### config.mk
export PLATFORM = sky130hd
export DESIGN_NAME = sram_host_ctrl
export DESIGN_NICKNAME = d
export VERILOG_FILES = /design/src/include/sram_host_pkg.sv /design/src/core/cycle_timer.sv /design/src/core/sram_host_ctrl.sv
export VERILOG_INCLUDE_DIRS = /design/src /design/src/include
export SDC_FILE = /design/constraint.sdc
export NUM_CORES = 1
export LEC_CHECK = 0
export BUFFER_PORTS_ARGS = -buffer_cell sky130_fd_sc_hd__clkbuf_2
export CORE_MARGIN = 4
export CORE_UTILIZATION = 51
export CTS_CLUSTER_DIAMETER = 120
export CTS_CLUSTER_SIZE = 40
export DETAILED_ROUTE_END_ITERATION = 12
export PLACE_DENSITY = 0.84
export SYNTH_ARGS = -nofsm -noshare
export SYNTH_HDL_FRONTEND = slang
export SYNTH_SLANG_ARGS = --single-unit
export TNS_END_PERCENT = 1
### constraint.sdc
create_clock -name ref_clk -period 3.1 [get_ports ref_clk]
set_clock_uncertainty 0.05 [all_clocks]
set_input_delay 0 -clock ref_clk [delete_from_list [all_inputs] [get_ports ref_clk]]
set_output_delay 0 -clock ref_clk [all_outputs]
set_load 0.03 [all_outputs]
### src/include/sram_host_defs.svh
// timing figures and derived cycle counts for the async sram host controller
`ifndef SRAM_HOST_DEFS_SVH
`define SRAM_HOST_DEFS_SVH

// reference clock period in ns (40 MHz)
`define SRAM_CLK_NS 25

// least time in ns rounded up to whole clock cycles, never below one
`define SRAM_CYC_UP(ns) ((((ns) + `SRAM_CLK_NS - 1) / `SRAM_CLK_NS) < 1 ? 1 : \
  (((ns) + `SRAM_CLK_NS - 1) / `SRAM_CLK_NS))

// read timing, fast grade / slow grade, ns
`define SRAM_ADDR_TO_VALID_FAST_NS 45
`define SRAM_ADDR_TO_VALID_SLOW_NS 55
`define SRAM_SELECT_TO_VALID_FAST_NS 45
`define SRAM_SELECT_TO_VALID_SLOW_NS 55
`define SRAM_GATE_TO_VALID_FAST_NS 22
`define SRAM_GATE_TO_VALID_SLOW_NS 25
`define SRAM_LANE_TO_VALID_FAST_NS 22
`define SRAM_LANE_TO_VALID_SLOW_NS 25
`define SRAM_READ_CYCLE_FAST_NS 45
`define SRAM_READ_CYCLE_SLOW_NS 55
`define SRAM_OUT_FLOAT_NS 18

// write timing, fast grade / slow grade, ns
`define SRAM_WRITE_CYCLE_FAST_NS 45
`define SRAM_WRITE_CYCLE_SLOW_NS 55
`define SRAM_SELECT_TO_END_FAST_NS 35
`define SRAM_SELECT_TO_END_SLOW_NS 45
`define SRAM_ADDR_TO_END_FAST_NS 35
`define SRAM_ADDR_TO_END_SLOW_NS 45
`define SRAM_LANE_TO_END_FAST_NS 35
`define SRAM_LANE_TO_END_SLOW_NS 45
`define SRAM_STROBE_PULSE_MIN_FAST_NS 35
`define SRAM_STROBE_PULSE_MIN_SLOW_NS 40
`define SRAM_WDATA_SETUP_NS 25
`define SRAM_STROBE_TO_FLOAT_FAST_NS 18
`define SRAM_STROBE_TO_FLOAT_SLOW_NS 20

// bit positions of the two byte lanes in the request lane mask
`define SRAM_LANE_LOWER 0
`define SRAM_LANE_UPPER 1

`endif

### src/include/sram_host_pkg.sv
// types shared by the async sram host controller
package sram_host_pkg;

  typedef enum logic [2:0] {
    ST_IDLE,
    ST_RD_ACCESS,
    ST_RD_RECOVER,
    ST_WR_SETUP,
    ST_WR_PULSE,
    ST_WR_HOLD
  } host_state_e;

endpackage

### src/core/cycle_timer.sv
// loadable down-counter that times phases of an sram access
`timescale 1ns/1ps
module cycle_timer #(
  parameter int WIDTH = 4
) (
  input wire logic ref_clk,
  input wire logic rst_b,
  input wire logic clk_en,
  input wire logic load,
  input wire logic [WIDTH-1:0] load_value,
  output logic done
);

  logic [WIDTH-1:0] count;

  // load wins over counting; holds at zero once expired
  always_ff @(posedge ref_clk or negedge rst_b)
  begin
    if (!rst_b)
    begin
      count <= '0;
    end
    else if (clk_en)
    begin
      if (load)
      begin
        count <= load_value;
      end
      else if (count != '0)
      begin
        count <= count - 1'b1;
      end
    end
  end

  assign done = (count == '0);

endmodule

### src/core/sram_host_ctrl.sv
// host controller driving an asynchronous 256k x 16 sram with error flag
`timescale 1ns/1ps
`include "sram_host_defs.svh"
module sram_host_ctrl
  import sram_host_pkg::*;
#(
  parameter int ADDR_W = 18,
  parameter int DATA_W = 16,
  parameter bit SLOW_GRADE = 1'b0
) (
  input wire logic ref_clk,
  input wire logic rst_b,
  input wire logic clk_en,
  input wire logic req_valid,
  input wire logic req_write,
  input wire logic [ADDR_W-1:0] req_addr,
  input wire logic [DATA_W-1:0] req_wdata,
  input wire logic [1:0] req_lanes,
  output logic req_ready,
  output logic rsp_valid,
  output logic [DATA_W-1:0] rsp_rdata,
  output logic rsp_err,
  output logic [ADDR_W-1:0] mem_addr,
  output logic primary_select_n,
  output logic secondary_select,
  output logic write_strobe_n,
  output logic output_gate_n,
  output logic upper_lane_enable_n,
  output logic lower_lane_enable_n,
  output logic [DATA_W-1:0] mem_data_out,
  output logic mem_data_oe_n,
  input wire logic [DATA_W-1:0] mem_data_in,
  input wire logic mem_err_in
);

  function automatic int max2(input int a, input int b);
    return (a > b) ? a : b;
  endfunction

  // read wait: the latest of address, select, gate and lane to valid
  localparam int RD_NS_FAST = max2(max2(`SRAM_ADDR_TO_VALID_FAST_NS,
    `SRAM_SELECT_TO_VALID_FAST_NS), max2(`SRAM_GATE_TO_VALID_FAST_NS,
    `SRAM_LANE_TO_VALID_FAST_NS));
  localparam int RD_NS_SLOW = max2(max2(`SRAM_ADDR_TO_VALID_SLOW_NS,
    `SRAM_SELECT_TO_VALID_SLOW_NS), max2(`SRAM_GATE_TO_VALID_SLOW_NS,
    `SRAM_LANE_TO_VALID_SLOW_NS));
  // pins stay asserted for the cycle time as well, so one wait covers both
  localparam int RD_CYC = SLOW_GRADE ?
    `SRAM_CYC_UP(max2(RD_NS_SLOW, `SRAM_READ_CYCLE_SLOW_NS)) :
    `SRAM_CYC_UP(max2(RD_NS_FAST, `SRAM_READ_CYCLE_FAST_NS));

  // strobe low time covers pulse, select, address and lane figures to end;
  // the gate stays high during writes, so setup plus float is not the bound
  localparam int WR_NS_FAST = max2(max2(`SRAM_STROBE_PULSE_MIN_FAST_NS,
    `SRAM_SELECT_TO_END_FAST_NS), max2(max2(`SRAM_ADDR_TO_END_FAST_NS,
    `SRAM_LANE_TO_END_FAST_NS), `SRAM_WDATA_SETUP_NS));
  localparam int WR_NS_SLOW = max2(max2(`SRAM_STROBE_PULSE_MIN_SLOW_NS,
    `SRAM_SELECT_TO_END_SLOW_NS), max2(max2(`SRAM_ADDR_TO_END_SLOW_NS,
    `SRAM_LANE_TO_END_SLOW_NS), `SRAM_WDATA_SETUP_NS));
  localparam int WR_CYC = SLOW_GRADE ? `SRAM_CYC_UP(WR_NS_SLOW) :
    `SRAM_CYC_UP(WR_NS_FAST);
  // setup cycle plus pulse must reach the write cycle time
  localparam int WC_CYC = SLOW_GRADE ? `SRAM_CYC_UP(`SRAM_WRITE_CYCLE_SLOW_NS) :
    `SRAM_CYC_UP(`SRAM_WRITE_CYCLE_FAST_NS);
  localparam int WR_PULSE_CYC = max2(WR_CYC, WC_CYC - 1);
  // bus turnaround after a read: device float time fits in these cycles
  localparam int FLOAT_CYC = `SRAM_CYC_UP(`SRAM_OUT_FLOAT_NS);

  localparam int TW = 4;
  // the lane pins split the bus into two bytes; every phase must fit the timer
  if (DATA_W != 16 || ADDR_W < 1 || ADDR_W > 18 || RD_CYC > 15 || WR_PULSE_CYC > 15 ||
    FLOAT_CYC > 15)
  begin : g_bad_params
    $error("sram_host_ctrl: need DATA_W 16, ADDR_W 1 to 18, phases under 16 cycles");
  end

  host_state_e state;
  logic timer_load;
  logic [TW-1:0] timer_value;
  logic timer_done;
  logic [1:0] lanes_held;

  cycle_timer #(
    .WIDTH(TW)
  ) phase_timer (
    .ref_clk(ref_clk),
    .rst_b(rst_b),
    .clk_en(clk_en),
    .load(timer_load),
    .load_value(timer_value),
    .done(timer_done)
  );

  // timer is loaded on entry to each timed phase (read access, read recover, write pulse) with its length minus one;
  // the value is a don't-care whenever load is low
  assign timer_load = (state == ST_IDLE && req_valid && !req_write) ||
    (state == ST_RD_ACCESS && timer_done) || state == ST_WR_SETUP;
  assign timer_value = (state == ST_IDLE) ? TW'(RD_CYC - 1) :
    (state == ST_RD_ACCESS) ? TW'(FLOAT_CYC - 1) :
    TW'(WR_PULSE_CYC - 1);

  // access sequencer; a request is taken only while idle and ready
  always_ff @(posedge ref_clk or negedge rst_b)
  begin
    if (!rst_b)
    begin
      state <= ST_IDLE;
    end
    else if (clk_en)
    begin
      case (state)
        ST_IDLE:
        begin
          if (req_valid && req_ready)
          begin
            state <= req_write ? ST_WR_SETUP : ST_RD_ACCESS;
          end
        end
        ST_RD_ACCESS:
        begin
          if (timer_done)
          begin
            state <= ST_RD_RECOVER;
          end
        end
        ST_RD_RECOVER:
        begin
          if (timer_done)
          begin
            state <= ST_IDLE;
          end
        end
        ST_WR_SETUP:
        begin
          state <= ST_WR_PULSE;
        end
        ST_WR_PULSE:
        begin
          if (timer_done)
          begin
            state <= ST_WR_HOLD;
          end
        end
        ST_WR_HOLD:
        begin
          state <= ST_IDLE;
        end
        default:
        begin
          state <= ST_IDLE;
        end
      endcase
    end
  end

  // ready is low from the accepting edge until the sequencer is idle again
  always_ff @(posedge ref_clk or negedge rst_b)
  begin
    if (!rst_b)
    begin
      req_ready <= 1'b0;
    end
    else if (clk_en)
    begin
      if (state == ST_IDLE && req_valid && req_ready)
      begin
        req_ready <= 1'b0;
      end
      else if (state == ST_IDLE || state == ST_WR_HOLD ||
        (state == ST_RD_RECOVER && timer_done))
      begin
        req_ready <= 1'b1;
      end
    end
  end

  // address, data and lanes are latched once and held through the access
  always_ff @(posedge ref_clk or negedge rst_b)
  begin
    if (!rst_b)
    begin
      mem_addr <= '0;
      mem_data_out <= '0;
      lanes_held <= 2'h0;
    end
    else if (clk_en && state == ST_IDLE && req_valid && req_ready)
    begin
      mem_addr <= req_addr;
      mem_data_out <= req_wdata;
      lanes_held <= req_lanes;
    end
  end

  // memory pins: selects, lanes and our data driver go active with the address
  // and drop one cycle after the strobe rises, so the strobe edge alone ends
  // every write; the gate stays high in writes so the memory never drives
  // against our write data
  always_ff @(posedge ref_clk or negedge rst_b)
  begin
    if (!rst_b)
    begin
      primary_select_n <= 1'b1;
      secondary_select <= 1'b0;
      upper_lane_enable_n <= 1'b1;
      lower_lane_enable_n <= 1'b1;
      output_gate_n <= 1'b1;
      write_strobe_n <= 1'b1;
      mem_data_oe_n <= 1'b1;
    end
    else if (clk_en)
    begin
      if (state == ST_IDLE && req_valid && req_ready)
      begin
        primary_select_n <= 1'b0;
        secondary_select <= 1'b1;
        upper_lane_enable_n <= !req_lanes[`SRAM_LANE_UPPER];
        lower_lane_enable_n <= !req_lanes[`SRAM_LANE_LOWER];
        output_gate_n <= req_write; // low only for reads
        mem_data_oe_n <= !req_write;
      end
      else if (state == ST_WR_SETUP)
      begin
        write_strobe_n <= 1'b0;
      end
      else if (state == ST_WR_PULSE && timer_done)
      begin
        write_strobe_n <= 1'b1;
      end
      else if ((state == ST_RD_ACCESS && timer_done) || state == ST_WR_HOLD)
      begin
        primary_select_n <= 1'b1;
        secondary_select <= 1'b0;
        upper_lane_enable_n <= 1'b1;
        lower_lane_enable_n <= 1'b1;
        output_gate_n <= 1'b1;
        mem_data_oe_n <= 1'b1;
      end
    end
  end

  // read capture at the end of the access wait; disabled lanes read zero
  always_ff @(posedge ref_clk or negedge rst_b)
  begin
    if (!rst_b)
    begin
      rsp_valid <= 1'b0;
      rsp_rdata <= '0;
      rsp_err <= 1'b0;
    end
    else if (clk_en)
    begin
      rsp_valid <= (state == ST_RD_ACCESS) && timer_done;
      if (state == ST_RD_ACCESS && timer_done)
      begin
        rsp_rdata <= mem_data_in & {{8{lanes_held[`SRAM_LANE_UPPER]}},
          {8{lanes_held[`SRAM_LANE_LOWER]}}};
        rsp_err <= mem_err_in;
      end
    end
  end

endmodule

==> run metrics <==
Top Layer Used met4; clock transition at the registers of the reported paths ~80 ps; Avg Inst Size Synth 12.08 um^2; total of max-cap violations 0; slowest stage delay, CP approximately 590 ps; final max-slew violation count 0; die span in y around 83 um; Post-CTS Setup Inserts 0; synthesized area 0.002888 mm^2; Initial DRC Count 95; Leakage around 2.1 nW; DR WL/cell approximately 15 um; Clock Root Buffer clkbuf_8; H-tree levels 3; Worst Hold Slack slightly above 60 ps; Starting Density roughly 52%; clock latency on the worst-skew pair about 340 ps; final antenna-violating net count 0; Ports between 100 and 150; core area 0.005507 mm^2; Worst Hold Depth 3; nets about 470; dpl hpwl about 4600 um; antenna cells 0; DR DRC count 0; row count 27; RSZ-0062 raised after global routing false; adder-cell share of the synthesized area 0.8666%; GR Util All Layers 22.84%; worst min path class input pin to register; Power per Cell Area 1042 mW/mm^2; CTS resizes 0; Die ar. about 0.0069 mm^2; WP depth 3; largest net degree at the start of global routing 52; TritonCTS clock tree done; Layout area overhead 47.88%; Max Clock Freq roughly 0.44 GHz; Peak VDD IR 0.0006816 V; Max-slew headroom approximately half; Hold Startpoint clk_en; total congestion overflow 0; worst hold endpoint phase_timer.count[3]$_DFFE_PN0P_; layout cells sized above 1 37.17%; drt pass-1 iters 6; RR Endpoint mem_data_out[15]$_DFFE_PN0P_; WL met2 3793 um; met3 routed WL approximately 510 um; Yosys cell types 39; sequential cell area 0.001734 mm^2; mux cell area share after synthesis ~14%; Mapped Cells 239; crit-path max FO 42; critical path class register to register; number of synthesized register bits 69; r2r worst-path depth 3; first-pass GRT wire length about 13000 um; FILL cells roughly 340; final WL about 7500 um; met1 WL around 3000 um; post-synthesis simple-gate area fraction around a tenth; Worst-Margin Slew ~730 ps; vias in the first global route about 2600; data required time of the critical path between 3000 and 4000 ps; initial antenna violation count 0; flop2flop setup slack between 800 and 900 ps; Port Buffers 117; crit start category register; CP Data Arrival Time roughly 2400 ps; sequential share of the synthesized area ~60%; CTS buffer count 9; critical-path cell list and2b_2 -> nand4_4 -> mux2_1; TNS Setup 0 ps; family with the most delay on the worst path simple AND/OR/NAND/NOR gates; CP Capture Type register; area occupied by multi-input gates around 0.0010 mm^2; Hold-fix buffers, CTS 55; clk buf depth 2; final hold violations 0; Via density 5.000; Vias between 2000 and 2500; final period utilization slightly above 70%; Syn Nets 299; slowest cell on the critical path nand4_4; Compound-Gate Fraction of Synth Area between 10% and 20%; die width about 83 um; largest family of logic cells by synthesized area multiplexers; Finish-stage setup viols 0; outcome completed; crit path buf inv count 0; clock sinks 69; xor and xnor area share after synthesis less than 1%; fin crit period 2254 ps; gpl congestion 0.7928; Worst R2R Start state[2]$_DFFE_PN0P_; Syn. warnings 0
-- metal layers --
metal	up-vias	global-route usage, %
li1	1166	-
met1	1169	27.51
met2	92	38.34
met3	18	6.349
met4	0	9.807
met5	-	0
-- power breakdown --
| group | switching (mW) | total (mW) | internal, mW |
|---|---|---|---|
| Combinational | 1.30 | 1.98 | 0.681 |
| Clock | 0.340 | 0.794 | 0.453 |
| Sequential | 0.331 | 1.68 | 1.35 |
| Total | 1.97 | 4.45 | 2.48 |
-- cell usage in the layout, fill, tap and decap left out, types with 3 or more instances in the layout --
master | synthesis | final
inv_1 | 6 | 6
mux2_2 | 7 | 7
dlygate4sd3_1 | 0 | 55
buf_4 | 1 | 4
o21ai_1 | 3 | 3
mux2_1 | 30 | 30
o21ai_0 | 24 | 24
dfrtp_1 | 63 | 63
dfstp_2 | 6 | 6
nor2_1 | 10 | 10
clkbuf_2 | 1 | 116
clkbuf_8 | 0 | 9
nand2_1 | 42 | 42
-- sequential cells by signal, indices dropped and copies added, names as in the netlist --
register             flops
secondary_select         1
write_strobe_n           1
req_ready                1
lanes_held               2
mem_data_out            16
rsp_rdata               16
primary_select_n         1
phase_timer.count        4
upper_lane_enable_n      1
rsp_err                  1
output_gate_n            1
mem_addr                18
state                    3
mem_data_oe_n            1
lower_lane_enable_n      1
rsp_valid                1
-- cell families after synthesis --
kind of cell	Yosys count
mux	37
buf+inv	20
xor+xnor	1
simple gates	65
compound gates	45
flops	69
fa+ha+maj	2
-- cell type report --
type | instances | area share, %
Sequential cell | 69 | 40.61
Timing Repair Buffer | 176 | 27.31
Multi-Input combinational cell | 150 | 24.44
Clock buffer | 10 | 2.989
Tap cell | 72 | 2.110
Clock inverter | 6 | 2.022
Inverter | 6 | 0.5274
-- worst max path at each step --
stage,start,endpoint
2_1_floorplan,state[0]$_DFFE_PN0P_,phase_timer.count[2]$_DFFE_PN0P_
3_3_place_gp,state[2]$_DFFE_PN0P_,mem_data_out[2]$_DFFE_PN0P_
3_5_place_dp,state[2]$_DFFE_PN0P_,mem_data_out[10]$_DFFE_PN0P_
4_1_cts,state[2]$_DFFE_PN0P_,mem_data_out[15]$_DFFE_PN0P_
5_1_grt,state[2]$_DFFE_PN0P_,mem_data_oe_n$_DFFE_PN1P_
6_report,state[2]$_DFFE_PN0P_,mem_data_out[15]$_DFFE_PN0P_
-- worst register-to-register path, cell delays in order, from the launching register on --
cell and delay (ps):
dfrtp_1 550, and2b_2 360, nand4_4 590, mux2_1 580
-- cells in the mapped netlist, drive strengths merged --
master | n | area share (%)
o211ai | 1 | 0.26
a21o | 2 | 0.52
dfstp | 6 | 5.5
o211a | 1 | 0.35
nand2 | 42 | 5.5
nor3b | 2 | 0.69
a32o | 2 | 0.69
clkbuf | 2 | 0.30
nand3 | 2 | 0.35
dfrtp | 63 | 55
nor2 | 11 | 1.5
a211oi | 1 | 0.26
o21ai | 27 | 4.7
o41ai | 1 | 0.30
a21oi | 3 | 0.91
o2bb2ai | 2 | 0.61
a41oi | 1 | 0.30
nor3 | 2 | 0.35
nor4 | 2 | 0.43
xor2 | 1 | 0.30
a2bb2oi | 2 | 0.61
o31ai | 2 | 0.52
or4b | 1 | 0.48
ha | 2 | 0.87
nand4 | 1 | 0.74
nor2b | 1 | 0.22
mux2 | 37 | 14
inv | 6 | 0.78
and2b | 1 | 0.30
buf | 12 | 2.7
-- stage by stage --
stage / instances / area (um^2) / utilization (%) / power [mW] / setup WS [ps]
floorplan: 239 / 2888 / - / 3.007 / 1544
finish: 489 / 4270 / 77.55 / 4.451 / 846.1
global placement: 418 / 3506 / 63.67 / 3.527 / 923.5
detailed placement: 418 / 3506 / 63.67 / 3.618 / 864.3
global route: 489 / 4270 / 77.55 / 4.715 / 692.2
CTS: 489 / 4270 / 77.55 / 4.472 / 829.2
Note: power is estimated with default switching activity, not from simulation.
